$ cat config.mk
export PLATFORM = sky130hd
export DESIGN_NAME = spa_protect
export DESIGN_NICKNAME = d
export VERILOG_FILES = /design/src/inc/spa_pkg.sv /design/src/logic/spa_dev_cmp.sv /design/src/logic/spa_link_watchdog.sv /design/src/logic/spa_protect.sv
export SDC_FILE = /design/constraint.sdc
export NUM_CORES = 1
export LEC_CHECK = 0
export BUFFER_PORTS_ARGS = -buffer_cell sky130_fd_sc_hd__clkbuf_2
export CAP_MARGIN = 40
export CORE_MARGIN = 1.5
export CORE_UTILIZATION = 35
export DETAILED_ROUTE_END_ITERATION = 6
export PLACE_DENSITY = 0.54
export SLEW_MARGIN = 0
export SYNTH_ARGS = -nofsm -noshare
export SYNTH_HDL_FRONTEND = slang
export SYNTH_SLANG_ARGS = --single-unit
$ cat constraint.sdc
create_clock -name aclk -period 9.35 [get_ports aclk]
set_input_delay 0 -clock aclk [delete_from_list [all_inputs] [get_ports aclk]]
set_output_delay 0 -clock aclk [all_outputs]
set_load 0.02 [all_outputs]
$ cat src/inc/spa_pkg.sv
// constants of the servo protection and alarm block
// How it works
// - encoder link silent too long trips 21
// - encoder frame data error trips 23
// - position deviation above limit trips 24
// - zero deviation limit disables error 24
// - full-closed scale/encoder slip trips 25
// - speed above overspeed limit trips 26
// - scale frame with data error trips 28
// - deviation above two to 27 trips 29
// - motor beyond travel range trips 34
// - zero travel range disables error 34
// - clear input ignores codes 21,23,25,28
package spa_pkg;

	// ------------------------------------------------------------
	// register map, byte addresses
	// ------------------------------------------------------------
	localparam logic [7:0] ADDR_CTRL      = 8'h00;
	localparam logic [7:0] ADDR_ALARM     = 8'h04;
	localparam logic [7:0] ADDR_POS_LIMIT = 8'h08;
	localparam logic [7:0] ADDR_HYB_LIMIT = 8'h0c;
	localparam logic [7:0] ADDR_SPD_LIMIT = 8'h10;
	localparam logic [7:0] ADDR_TRAVEL    = 8'h14;
	localparam logic [7:0] ADDR_IRQ_STAT  = 8'h18;
	localparam logic [7:0] ADDR_IRQ_MASK  = 8'h1c;
	localparam logic [7:0] ADDR_DEVIATION = 8'h20;

	// ------------------------------------------------------------
	// field positions
	// ------------------------------------------------------------
	localparam int CTRL_SERVO_ON   = 0;
	localparam int CTRL_FULLCLOSED = 1;
	localparam int CTRL_CLEAR      = 2;
	localparam int ALARM_ACTIVE    = 8;
	localparam int ALARM_CLEARABLE = 9;
	localparam int IRQ_TRIP        = 0;
	localparam int IRQ_CLEARED     = 1;
	localparam int IRQ_BITS        = 2;

	// ------------------------------------------------------------
	// reset values
	// ------------------------------------------------------------
	localparam logic [2:0]  CTRL_RESET      = 3'h0;
	localparam logic [31:0] POS_LIMIT_RESET = 32'h0000_0000;
	localparam logic [31:0] HYB_LIMIT_RESET = 32'h0000_ffff;
	localparam logic [15:0] SPD_LIMIT_RESET = 16'hffff;
	localparam logic [31:0] TRAVEL_RESET    = 32'h0000_0000;

	// ------------------------------------------------------------
	// alarm codes
	// ------------------------------------------------------------
	localparam logic [7:0] CODE_NONE     = 8'h00;
	localparam logic [7:0] CODE_ENC_LOST = 8'h15; // 21
	localparam logic [7:0] CODE_ENC_DATA = 8'h17; // 23
	localparam logic [7:0] CODE_POS_DEV  = 8'h18; // 24
	localparam logic [7:0] CODE_HYBRID   = 8'h19; // 25
	localparam logic [7:0] CODE_SPEED    = 8'h1a; // 26
	localparam logic [7:0] CODE_SCL_DATA = 8'h1c; // 28
	localparam logic [7:0] CODE_DEV_OVF  = 8'h1d; // 29
	localparam logic [7:0] CODE_TRAVEL   = 8'h22; // 34

	// deviation counter overflow threshold, two to the 27th
	localparam logic [31:0] DEV_OVF_LIMIT = 32'h0800_0000;

	// ------------------------------------------------------------
	// timing
	// ------------------------------------------------------------
	localparam int CLK_PERIOD_NS    = 40;
	localparam int ENC_LOSS_TIME_NS = 100000;
	localparam int ENC_LOSS_CYCLES  = (ENC_LOSS_TIME_NS + CLK_PERIOD_NS - 1) / CLK_PERIOD_NS;
	localparam int LOSS_CNT_BITS    = 12;

	// bus responses
	localparam logic [1:0] RESP_OKAY   = 2'h0;
	localparam logic [1:0] RESP_SLVERR = 2'h2;

endpackage

$ cat src/logic/spa_dev_cmp.sv
// magnitude of a position difference compared against a limit
`timescale 1ns/100ps
module spa_dev_cmp (
	input  wire logic        [31:0] pos_a,
	input  wire logic        [31:0] pos_b,
	input  wire logic        [31:0] limit,
	input  wire logic               check_en,
	output logic                    over,
	output logic             [31:0] diff
);
	// ------------------------------------------------------------
	// signed difference, widened so that it cannot wrap
	// ------------------------------------------------------------
	logic signed [32:0] delta;
	logic        [32:0] magnitude;

	assign delta     = $signed({pos_a[31], pos_a}) - $signed({pos_b[31], pos_b});
	assign magnitude = delta[32] ? 33'(-delta) : 33'(delta);
	assign diff      = delta[31:0];
	assign over      = check_en && (magnitude > {1'b0, limit});

endmodule

$ cat src/logic/spa_link_watchdog.sv
// silence detector for a serial sensor link
`timescale 1ns/100ps
module spa_link_watchdog (
	input  wire logic aclk,
	input  wire logic aresetn,
	input  wire logic frame_ok,
	output logic      lost
);
	// ------------------------------------------------------------
	// count cycles since the last good frame, saturate at limit
	// ------------------------------------------------------------
	localparam logic [spa_pkg::LOSS_CNT_BITS-1:0] LIMIT =
		spa_pkg::LOSS_CNT_BITS'(spa_pkg::ENC_LOSS_CYCLES);

	logic [spa_pkg::LOSS_CNT_BITS-1:0] silent;
	logic [spa_pkg::LOSS_CNT_BITS-1:0] next_silent;

	assign next_silent = frame_ok ? '0 :
		(silent == LIMIT) ? silent : silent + 1'b1;
	assign lost        = (silent == LIMIT);

	// silence counter
	always_ff @(posedge aclk) begin
		if (!aresetn) begin
			silent <= '0;
		end else begin
			silent <= next_silent;
		end
	end

endmodule

$ cat src/logic/spa_protect.sv
// servo protection and alarm logic with an axi4-lite register slave
`timescale 1ns/100ps
module spa_protect (
	input  wire logic        aclk,
	input  wire logic        aresetn,
	// axi4-lite write address
	input  wire logic [7:0]  s_axi_awaddr,
	input  wire logic        s_axi_awvalid,
	output logic             s_axi_awready,
	// axi4-lite write data
	input  wire logic [31:0] s_axi_wdata,
	input  wire logic [3:0]  s_axi_wstrb,
	input  wire logic        s_axi_wvalid,
	output logic             s_axi_wready,
	// axi4-lite write response
	output logic [1:0]       s_axi_bresp,
	output logic             s_axi_bvalid,
	input  wire logic        s_axi_bready,
	// axi4-lite read address
	input  wire logic [7:0]  s_axi_araddr,
	input  wire logic        s_axi_arvalid,
	output logic             s_axi_arready,
	// axi4-lite read data
	output logic [31:0]      s_axi_rdata,
	output logic [1:0]       s_axi_rresp,
	output logic             s_axi_rvalid,
	input  wire logic        s_axi_rready,
	// encoder link
	input  wire logic        enc_frame_valid,
	input  wire logic        enc_frame_error,
	input  wire logic [31:0] enc_position,
	// external scale link
	input  wire logic        scale_frame_valid,
	input  wire logic        scale_data_error,
	input  wire logic [31:0] scale_position,
	// command and speed
	input  wire logic [31:0] cmd_position,
	input  wire logic [15:0] motor_speed,
	// alarm clear pin and outputs
	input  wire logic        alarm_clear,
	output logic             drive_enable,
	output logic             alarm_active,
	output logic [7:0]       alarm_code,
	output logic             irq
);

	// ------------------------------------------------------------
	// configuration and status registers
	// ------------------------------------------------------------
	logic                         servo_on;
	logic                         full_closed;
	logic [31:0]                  position_deviation_limit;
	logic [31:0]                  hybrid_deviation_limit;
	logic [15:0]                  overspeed_limit;
	logic [31:0]                  soft_travel_range;
	logic [spa_pkg::IRQ_BITS-1:0] irq_status;
	logic [spa_pkg::IRQ_BITS-1:0] irq_mask;

	// ------------------------------------------------------------
	// axi write channel state
	// ------------------------------------------------------------
	logic        aw_held;
	logic        w_held;
	logic [7:0]  aw_addr;
	logic [31:0] w_data;
	logic [3:0]  w_strb;
	logic        wr_fire;
	logic [31:0] wr_mask;

	// address and data are latched independently, either order
	assign s_axi_awready = !aw_held && !s_axi_bvalid;
	assign s_axi_wready  = !w_held && !s_axi_bvalid;
	assign wr_fire       = aw_held && w_held && !s_axi_bvalid;

	// expand byte strobes to a bit mask
	genvar lane;
	generate
		for (lane = 0; lane < 4; lane++) begin : g_lane
			assign wr_mask[lane*8 +: 8] = {8{w_strb[lane]}};
		end
	endgenerate

	// write address/data holding registers
	always_ff @(posedge aclk) begin
		if (!aresetn) begin
			aw_held <= 1'b0;
			w_held  <= 1'b0;
			aw_addr <= 8'h00;
			w_data  <= 32'h0000_0000;
			w_strb  <= 4'h0;
		end else begin
			if (s_axi_awvalid && s_axi_awready) begin
				aw_held <= 1'b1;
				aw_addr <= s_axi_awaddr;
			end else if (wr_fire) begin
				aw_held <= 1'b0;
			end
			if (s_axi_wvalid && s_axi_wready) begin
				w_held <= 1'b1;
				w_data <= s_axi_wdata;
				w_strb <= s_axi_wstrb;
			end else if (wr_fire) begin
				w_held <= 1'b0;
			end
		end
	end

	// ------------------------------------------------------------
	// write decode
	// ------------------------------------------------------------
	wire wr_ctrl   = wr_fire && (aw_addr == spa_pkg::ADDR_CTRL);
	wire wr_pos    = wr_fire && (aw_addr == spa_pkg::ADDR_POS_LIMIT);
	wire wr_hyb    = wr_fire && (aw_addr == spa_pkg::ADDR_HYB_LIMIT);
	wire wr_spd    = wr_fire && (aw_addr == spa_pkg::ADDR_SPD_LIMIT);
	wire wr_travel = wr_fire && (aw_addr == spa_pkg::ADDR_TRAVEL);
	wire wr_mask_r = wr_fire && (aw_addr == spa_pkg::ADDR_IRQ_MASK);
	wire wr_ro     = wr_fire && ((aw_addr == spa_pkg::ADDR_ALARM)
		|| (aw_addr == spa_pkg::ADDR_IRQ_STAT)
		|| (aw_addr == spa_pkg::ADDR_DEVIATION));
	wire wr_known  = wr_ctrl || wr_pos || wr_hyb || wr_spd || wr_travel
		|| wr_mask_r || wr_ro;

	// software clear pulse from the control register
	wire sw_clear  = wr_ctrl && w_strb[0] && w_data[spa_pkg::CTRL_CLEAR];

	// merged values under byte strobes
	wire [31:0] ctrl_now   = {29'h0, sw_clear, full_closed, servo_on};
	wire [31:0] ctrl_new   = (ctrl_now & ~wr_mask) | (w_data & wr_mask);
	wire [31:0] pos_new    = (position_deviation_limit & ~wr_mask) | (w_data & wr_mask);
	wire [31:0] hyb_new    = (hybrid_deviation_limit & ~wr_mask) | (w_data & wr_mask);
	wire [31:0] spd_new    = ({16'h0, overspeed_limit} & ~wr_mask) | (w_data & wr_mask);
	wire [31:0] travel_new = (soft_travel_range & ~wr_mask) | (w_data & wr_mask);

	// write response
	always_ff @(posedge aclk) begin
		if (!aresetn) begin
			s_axi_bvalid <= 1'b0;
			s_axi_bresp  <= spa_pkg::RESP_OKAY;
		end else if (wr_fire) begin
			s_axi_bvalid <= 1'b1;
			s_axi_bresp  <= wr_known ? spa_pkg::RESP_OKAY : spa_pkg::RESP_SLVERR;
		end else if (s_axi_bready) begin
			s_axi_bvalid <= 1'b0;
		end
	end

	// writable configuration registers
	always_ff @(posedge aclk) begin
		if (!aresetn) begin
			servo_on                 <= spa_pkg::CTRL_RESET[spa_pkg::CTRL_SERVO_ON];
			full_closed              <= spa_pkg::CTRL_RESET[spa_pkg::CTRL_FULLCLOSED];
			position_deviation_limit <= spa_pkg::POS_LIMIT_RESET;
			hybrid_deviation_limit   <= spa_pkg::HYB_LIMIT_RESET;
			overspeed_limit          <= spa_pkg::SPD_LIMIT_RESET;
			soft_travel_range        <= spa_pkg::TRAVEL_RESET;
			irq_mask                 <= '0;
		end else begin
			if (wr_ctrl) begin
				servo_on    <= ctrl_new[spa_pkg::CTRL_SERVO_ON];
				full_closed <= ctrl_new[spa_pkg::CTRL_FULLCLOSED];
			end
			if (wr_pos)
				position_deviation_limit <= pos_new;
			if (wr_hyb)
				hybrid_deviation_limit <= hyb_new;
			if (wr_spd)
				overspeed_limit <= spd_new[15:0];
			if (wr_travel)
				soft_travel_range <= travel_new;
			if (wr_mask_r)
				irq_mask <= w_data[spa_pkg::IRQ_BITS-1:0];
		end
	end

	// ------------------------------------------------------------
	// protection checks
	// ------------------------------------------------------------
	logic [31:0] deviation;
	logic        enc_lost;
	logic        pos_dev_over;
	logic        dev_ovf_over;
	logic        hybrid_over;

	// encoder silence detector
	spa_link_watchdog u_enc_watch (
		.aclk     (aclk),
		.aresetn  (aresetn),
		.frame_ok (enc_frame_valid && !enc_frame_error),
		.lost     (enc_lost)
	);

	// command versus encoder, against the user limit
	spa_dev_cmp u_pos_dev (
		.pos_a    (cmd_position),
		.pos_b    (enc_position),
		.limit    (position_deviation_limit),
		.check_en (servo_on && (position_deviation_limit != 32'h0000_0000)),
		.over     (pos_dev_over),
		.diff     (deviation)
	);

	// command versus encoder, against the counter capacity
	spa_dev_cmp u_dev_ovf (
		.pos_a    (cmd_position),
		.pos_b    (enc_position),
		.limit    (spa_pkg::DEV_OVF_LIMIT),
		.check_en (servo_on),
		.over     (dev_ovf_over),
		.diff     ()
	);

	// scale versus encoder under full-closed control
	spa_dev_cmp u_hybrid (
		.pos_a    (scale_position),
		.pos_b    (enc_position),
		.limit    (hybrid_deviation_limit),
		.check_en (servo_on && full_closed),
		.over     (hybrid_over),
		.diff     ()
	);

	// speed magnitude against the overspeed limit
	wire [15:0] speed_mag  = motor_speed[15] ? 16'(-motor_speed) : motor_speed;
	wire        speed_over = servo_on && (speed_mag > overspeed_limit);

	// travel window tracked from the command range
	logic signed [33:0] cmd_low;
	logic signed [33:0] cmd_high;
	logic               alarm_clear_ok;
	wire  signed [33:0] cmd_s    = 34'($signed(cmd_position));
	wire  signed [33:0] enc_s    = 34'($signed(enc_position));
	wire  signed [33:0] range_s  = $signed({2'b00, soft_travel_range});
	wire                track_rst = !servo_on || alarm_clear_ok;
	wire                travel_over = servo_on && (soft_travel_range != 32'h0000_0000)
		&& ((enc_s > cmd_high + range_s) || (enc_s < cmd_low - range_s));

	// command range, restarted while servo is off or on a clear
	always_ff @(posedge aclk) begin
		if (!aresetn) begin
			cmd_low  <= '0;
			cmd_high <= '0;
		end else if (track_rst) begin
			cmd_low  <= cmd_s;
			cmd_high <= cmd_s;
		end else begin
			if (cmd_s < cmd_low)
				cmd_low <= cmd_s;
			if (cmd_s > cmd_high)
				cmd_high <= cmd_s;
		end
	end

	// ------------------------------------------------------------
	// trip selection, lowest code wins on a tie
	// ------------------------------------------------------------
	logic [7:0] trip_code;
	logic       trip_now;

	always_comb begin
		trip_now  = 1'b1;
		if (enc_lost)
			trip_code = spa_pkg::CODE_ENC_LOST;
		else if (enc_frame_valid && enc_frame_error)
			trip_code = spa_pkg::CODE_ENC_DATA;
		else if (pos_dev_over)
			trip_code = spa_pkg::CODE_POS_DEV;
		else if (hybrid_over)
			trip_code = spa_pkg::CODE_HYBRID;
		else if (speed_over)
			trip_code = spa_pkg::CODE_SPEED;
		else if (scale_frame_valid && scale_data_error)
			trip_code = spa_pkg::CODE_SCL_DATA;
		else if (dev_ovf_over)
			trip_code = spa_pkg::CODE_DEV_OVF;
		else if (travel_over)
			trip_code = spa_pkg::CODE_TRAVEL;
		else begin
			trip_code = spa_pkg::CODE_NONE;
			trip_now  = 1'b0;
		end
	end

	// ------------------------------------------------------------
	// alarm latch and clearing
	// ------------------------------------------------------------
	logic alarm_clear_d;
	logic clear_req;
	logic clearable;

	// starred codes stay latched until reset
	assign clearable = (alarm_code != spa_pkg::CODE_ENC_LOST)
		&& (alarm_code != spa_pkg::CODE_ENC_DATA)
		&& (alarm_code != spa_pkg::CODE_HYBRID)
		&& (alarm_code != spa_pkg::CODE_SCL_DATA);
	assign clear_req      = (alarm_clear && !alarm_clear_d) || sw_clear;
	assign alarm_clear_ok = alarm_active && clear_req && clearable;

	// clear pin edge reference
	always_ff @(posedge aclk) begin
		if (!aresetn)
			alarm_clear_d <= 1'b0;
		else
			alarm_clear_d <= alarm_clear;
	end

	// first trip holds its code until cleared
	always_ff @(posedge aclk) begin
		if (!aresetn) begin
			alarm_active <= 1'b0;
			alarm_code   <= spa_pkg::CODE_NONE;
		end else if (!alarm_active && trip_now) begin
			alarm_active <= 1'b1;
			alarm_code   <= trip_code;
		end else if (alarm_clear_ok) begin
			alarm_active <= 1'b0;
			alarm_code   <= spa_pkg::CODE_NONE;
		end
	end

	// drive stays off while an alarm is held
	always_ff @(posedge aclk) begin
		if (!aresetn)
			drive_enable <= 1'b0;
		else
			drive_enable <= servo_on && !alarm_active && !trip_now;
	end

	// ------------------------------------------------------------
	// read channel
	// ------------------------------------------------------------
	wire        rd_fire  = s_axi_arvalid && s_axi_arready;
	wire        rd_istat = rd_fire && (s_axi_araddr == spa_pkg::ADDR_IRQ_STAT);
	logic [31:0] rd_value;
	logic        rd_known;

	assign s_axi_arready = !s_axi_rvalid;

	// read multiplexer
	always_comb begin
		rd_known = 1'b1;
		unique case (s_axi_araddr)
			spa_pkg::ADDR_CTRL:      rd_value = {30'h0, full_closed, servo_on};
			spa_pkg::ADDR_ALARM:     rd_value = {22'h0, clearable && alarm_active,
				alarm_active, alarm_code};
			spa_pkg::ADDR_POS_LIMIT: rd_value = position_deviation_limit;
			spa_pkg::ADDR_HYB_LIMIT: rd_value = hybrid_deviation_limit;
			spa_pkg::ADDR_SPD_LIMIT: rd_value = {16'h0, overspeed_limit};
			spa_pkg::ADDR_TRAVEL:    rd_value = soft_travel_range;
			spa_pkg::ADDR_IRQ_STAT:  rd_value = {30'h0, irq_status};
			spa_pkg::ADDR_IRQ_MASK:  rd_value = {30'h0, irq_mask};
			spa_pkg::ADDR_DEVIATION: rd_value = deviation;
			default: begin
				rd_value = 32'h0000_0000;
				rd_known = 1'b0;
			end
		endcase
	end

	// read data register
	always_ff @(posedge aclk) begin
		if (!aresetn) begin
			s_axi_rvalid <= 1'b0;
			s_axi_rdata  <= 32'h0000_0000;
			s_axi_rresp  <= spa_pkg::RESP_OKAY;
		end else if (rd_fire) begin
			s_axi_rvalid <= 1'b1;
			s_axi_rdata  <= rd_value;
			s_axi_rresp  <= rd_known ? spa_pkg::RESP_OKAY : spa_pkg::RESP_SLVERR;
		end else if (s_axi_rready) begin
			s_axi_rvalid <= 1'b0;
		end
	end

	// ------------------------------------------------------------
	// interrupt status, read clears, new events win
	// ------------------------------------------------------------
	wire [spa_pkg::IRQ_BITS-1:0] irq_event = {alarm_clear_ok, !alarm_active && trip_now};

	always_ff @(posedge aclk) begin
		if (!aresetn)
			irq_status <= '0;
		else
			irq_status <= (rd_istat ? '0 : irq_status) | irq_event;
	end

	assign irq = |(irq_status & irq_mask);

endmodule

# [After elaboration in Yosys (flattened, before gate mapping)]
# Cells that the tools add are included.
[op_classes] n_addsub=8 order_cmp=8 n_eq_ne=21 mux=39 bitwise=15 reduce_logical=72
[op_table] op="$pmux W32 S9" count=1
[op_table] op="$mux W34" count=4
[op_table] op="$and A32 B32 Y32" count=4
[op_table] op="$or A32 B32 Y32" count=3
[op_table] op="$gt A32 B34 Y1" count=2
[op_table] op="$lt A32 B34 Y1" count=2
[op_table] op="$gt A33 B32 Y1" count=2
[op_table] op="$mux W33" count=2
[op_table] op="$neg A33 Y33" count=2
[op_table] op="$sub A32 B32 Y33" count=2
[op_table] op="$eq A8 B5 Y1 const B" count=8
[op_table] op="$reduce_bool A32 Y1" count=2
[op_table] op="$mux W6" count=8
[op_table] op="$logic_and A1 B1 Y1" count=38
[op_table] op="$add A34 B33 Y34" count=1
[op_table] op="$sub A34 B33 Y34" count=1
[op_table] op="$gt A33 B28 Y1 const B" count=1
[op_table] op="$eq A8 B4 Y1 const B" count=4
[op_table] op="$ne A8 B5 Y1 const B" count=4
[op_table] op="$not A32 Y32" count=1
[op_table] op="$mux W1" count=18
[op_table] op="$and A16 B16 Y16" count=1
[op_table] op="$eq A8 B3 Y1 const B" count=2
[op_table] op="$eq A8 B6 Y1 const B" count=2
[op_table] op="other kinds (17)" count=48
[word_totals] regBits=293 wordCells=188

# [Longest topological paths before layout]
[depth] depth_word=14 ltp_mapped=29

# [Cells and area by module]
# From an unflattened synthesis, not the netlist that was laid out.
[unflattened] cells_unflattened=4004 hier_area_um2=29881.2
[modules_own_cells] module="spa_protect" n_inst=1 cells_per_inst=2269 area_per_inst_um2=18047.3
[modules_own_cells] module="spa_dev_cmp at u_dev_ovf ..." n_inst=2 cells_per_inst=534 area_per_inst_um2=3579.7
[modules_own_cells] module="spa_dev_cmp at u_hybrid" n_inst=1 cells_per_inst=597 area_per_inst_um2=4043.9
[modules_own_cells] module="spa_link_watchdog" n_inst=1 cells_per_inst=70 area_per_inst_um2=630.6

# [Worst setup path after synthesis]
# OpenSTA, ideal clock, no wires.
[synth_path] path_type="input-to-reg" startpoint="input port enc_position[1]" endpoint="register alarm_code[0]" setup_ns=0.127 arrival_ns=5.879 setup_slack_ns=3.344 stages=27 n_path_buf=1 cell_sequence="inv_1 > ha_1 > nor2b_1 > o2111ai_1 > and3_1 > or4_1 > clkbuf_1 > nand3_1 > xnor2_1 > or4b_2 > or3_1 > or2_2 > o21ai_0 > xnor2_1 > ha_1 > a21o_1 > a21o_1 > a21o_1 > a21o_1 > a21o_1 > a21oi_1 > o211ai_1 > o211ai_1 > o21ai_1 > or4b_2 > o311ai_1 > a31oi_1"
[synth_between] elab_chain_cells=14
[synth_lines] item="start, declared" line_no="spa_protect.sv:31" source="input wire logic [31:0] enc_position,"
[synth_lines] item="$sub A32 B32 Y33" line_no="spa_dev_cmp.sv:17" source="assign delta = $signed({pos_a[31], pos_a}) - $signed({pos_b[31], pos_b});"
[synth_lines] item="$neg A33 Y33" line_no="spa_dev_cmp.sv:18" source="assign magnitude = delta[32] ? 33'(-delta) : 33'(delta);"
[synth_lines] item="$mux W33" line_no="spa_dev_cmp.sv:18"
[synth_lines] item="$gt A33 B28 Y1" line_no="spa_dev_cmp.sv:20" source="assign over = check_en && (magnitude > {1'b0, limit});"
[synth_lines] item="$logic_and A1 B1 Y1" line_no="spa_dev_cmp.sv:20"
[synth_lines] item="$mux W1" line_no="spa_protect.sv:273" source="else if (dev_ovf_over)"
[synth_lines] item="$mux W1" line_no="spa_protect.sv:271" source="else if (scale_frame_valid && scale_data_error)"
[synth_lines] item="$mux W1" line_no="spa_protect.sv:269" source="else if (speed_over)"
[synth_lines] item="$mux W1" line_no="spa_protect.sv:267" source="else if (hybrid_over)"
[synth_lines] item="$mux W1" line_no="spa_protect.sv:265" source="else if (pos_dev_over)"
[synth_lines] item="$mux W1" line_no="spa_protect.sv:263" source="else if (enc_frame_valid && enc_frame_error)"
[synth_lines] item="$mux W1" line_no="spa_protect.sv:261" source="if (enc_lost)"
[synth_lines] item="$logic_and A1 B1 Y1" line_no="spa_protect.sv:311" source="end else if (!alarm_active && trip_now) begin"
[synth_lines] item="$mux W8 / $reduce_bool A2 Y1 (equally long branches)"
[synth_lines] item="end signal, assigned" line_no="spa_protect.sv:310" source="alarm_code <= spa_pkg::CODE_NONE;"
[synth_lines] item="end signal, assigned" line_no="spa_protect.sv:313" source="alarm_code <= trip_code;"
[synth_lines] item="end signal, assigned" line_no="spa_protect.sv:316" source="alarm_code <= spa_pkg::CODE_NONE;"
[synth_lines] item="end, declared" line_no="spa_protect.sv:43" source="output logic [7:0] alarm_code,"
# Several ways; a longest one is shown, not always the timed one.
# A chain may end at the register's enable or synchronous reset.

==> impl_metrics.py <==
metrics = {
    "logic_synthesis": {
        "synth-seq-cells": 285,
        "yosysMostFrequentCell": "nand2_1",
        "syn_area_um2": 27200,
        "synth-main-ff-cell": "dfxtp_1",
        "yosys.area.top_type": "dfxtp_1",
        "async_flop_share": 0,
        "netlist.area_leader.share": 0.210,
        "yosys-top-cells-area": "dfxtp_1 (21%), ha_1 (16%), nand2_1 (5.5%)",
        "avgSynthCellArea_um2": 7.66,
        "synth_warnings": 0,
        "synth_common_cells": "nand2_1 (399), ha_1 (346), dfxtp_1 (285)",
        "yosysSeqAreaShare": 0.210,
        "postSynthCellCount": 3552,
        "synth.distinct_cells": 96,
        "synth-edff-count": 0,
    },
    "cts": {
        "cts_resized": 0,
        "cts_tree": "done",
        "htree_levels": 2,
        "cts.path.max_buffers": 3,
        "cts.sinks": 285,
        "cts_buffers": 37,
        "ctsHoldBuffers": 108,
        "clkTransAtPathRegs_ps": 60,
        "clock_latency_ps": 600,
        "cts_setup_buffers": 0,
        "cts_root_buf": "clkbuf_16",
    },
    "pwr": {
        "power_leakage_nw": 12.9,
        "p_seq_frac": 0.307,
        "p_clk_frac": 0.331,
        "switching_share": 0.373,
        "vdd_drop_max_v": 0.000123,
        "power.density_nw_per_um2": 134,
        "intPower_mw": 2.66,
        "p_switching_mw": 1.58,
        "comb_power_share": 0.362,
    },
    "drt": {
        "drc": 0,
        "drtIter0Drc": 2292,
        "via_per_inst": 5.63,
        "final_antenna_net_count": 0,
        "wl_met3_um": 6380,
        "routed.top_layer": "met5",
        "met2_length_um": 44800,
        "routed_wl_um": 102000,
        "wl_met1_um": 46900,
        "wl_per_cell_um": 21.0,
        "num_vias": 27400,
        "drt_pass1_iterations": 6,
    },
    "setup_path": {
        "cp_max_fo": 5,
        "cp.required_ps": 9890,
        "crit_path_end_kind": "flop",
        "critPathKind": "reg2reg",
        "arrival_ps": 7660,
        "worstSetupStartpointType": "flop",
    },
    "place": {
        "routabilityCongestion": 0.999,
        "io_buffers": 223,
        "hpwl_um": 81300,
        "placedCellCount": 4684,
    },
    "global_route": {
        "antenna_found_initial": 3,
        "grt.overflow.total": 0,
        "grt_pass1_vias": 25400,
        "gr-usage-all-layers": 0.251,
        "grt_max_degree": 91,
        "grt_pass1_wl_um": 154000,
    },
    "timing": {
        "clock.fmax_ghz": 0.140,
        "final.period_utilization": 0.762,
        "relSlewSlack": 0.387,
        "finalSetupViolations": 0,
        "tns_ps": 0,
        "worst_pin_slew_ps": 914,
        "hold_viol": 0,
        "period_minus_slack_ps": 7120,
        "drv_slew": 0,
        "grt_setup_unrepaired": "no",
        "clock_skew_ps": 34.5,
    },
    "floorplanning": {
        "die_h_um": 282,
        "io_pins": 228,
        "core_um2": 77200,
        "rows": 102,
        "dieArea_um2": 79400,
        "start_util": 0.353,
        "die_x_um": 282,
    },
    "finish": {
        "final_net_count": 4317,
        "syn_to_final_growth_pct": 16.4,
        "stdcell_count": 4860,
        "drive_above_1_share": 0.103,
    },
    "min_path": {
        "worstHoldPathType": "in2reg",
    },
    "status": {
        "outcome": "completed",
    },
    "run": {
        "maxCapViolations": 0,
    },
}
path summary, 6_finish.rpt:
kind,endpoint,cells past startpoint,slack [ps],startpoint
max,alarm_code[1],25,2230,flop
min,w_data[31],5,30,s_axi_wvalid
max reg2reg,alarm_code[1],25,2230,flop
min reg2reg,flop,2,480,flop
logic make-up (layout without fill, tap and decap cells):
group,count (synthesis),in the layout,synth area share
AO/OA/AOI/OAI,1017,1017,0.261
XOR/XNOR,177,177,0.0570
other,1,7,0.000138
flip-flops,285,285,0.210
adder cells (fa/ha/maj),350,350,0.162
buffers and inverters,436,698,0.0611
AND/OR/NAND/NOR,1242,1242,0.233
multiplexers,44,44,0.0162
routing by layer:
metal  GRT usage  up-vias
li1            -    13500
met1       0.341    12900
met2       0.394      856
met3      0.0411      160
met4      0.0982        2
met5           0        -
power by group through the flow:
stage	sequential [mW]	combinational [mW]	clock, mW
2_1_floorplan	1.31	1.05	0
3_3_place_gp	1.33	1.46	0
3_5_place_dp	1.33	1.47	0
4_1_cts	1.30	1.52	1.44
5_1_grt	1.31	1.71	1.48
6_report	1.30	1.54	1.40
cells in the final DEF (no fill, tap or decap), drive strengths merged, types with 44 or more instances in the layout:
| cell | netlist | final |
|---|---|---|
| nand4 | 64 | 64 |
| a31oi | 68 | 68 |
| dfxtp | 285 | 285 |
| a21oi | 192 | 192 |
| clkbuf | 151 | 273 |
| o211ai | 57 | 57 |
| inv | 265 | 265 |
| a21o | 107 | 107 |
| o21ai | 139 | 139 |
| xor2 | 60 | 60 |
| nor2 | 139 | 139 |
| a21boi | 132 | 132 |
| nor2b | 98 | 98 |
| xnor2 | 117 | 117 |
| nor3 | 94 | 94 |
| dlygate4sd3 | 0 | 108 |
| ha | 346 | 346 |
| nand2b | 44 | 44 |
| nand3 | 164 | 164 |
| nand2 | 399 | 399 |
| o21a | 60 | 60 |
cell type report:
cell class,instances,area (µm²)
antenna,3,7.51
fill,8073,45500
clock inverter,15,155
sequential,285,5710
inverter,265,995
timing repair buffer,368,2550
tap,1040,1300
multi-input combinational,2834,20000
clock buffer,50,1020
worst max-delay path, stage by stage (launching register included):
cell and delay, ps:
dfxtp_1 540, ha_1 250, inv_1 60, fa_1 400, nor2b_1 120, o21ai_0 110, a21oi_1 190, o21ai_0 160
a31oi_1 350, o221ai_1 230, a21oi_1 320, a211o_1 220, a31oi_1 150, o211ai_1 400, a311oi_1 170, o21bai_1 180
xnor2_1 80, ha_1 300, nand4_1 190, nor4_1 560, a221oi_1 240, o221a_2 290, a21oi_1 540, or4b_2 630
o211ai_1 200, a32o_1 190
stage by stage:
stage	total power, mW	setup slack (ps)	instance area [µm²]	utilization	hold WS, ps
final	4.25	2230	31700	0.410	30.9
after global routing	4.50	1720	31700	0.410	59.5
after CTS	4.26	2220	31700	0.410	14.8
after detailed placement	2.80	2250	29400	0.381	245
after global placement	2.79	2340	29300	0.379	242
after floorplan	2.36	3340	27200	-	122
(Power assumes the default switching activity.)
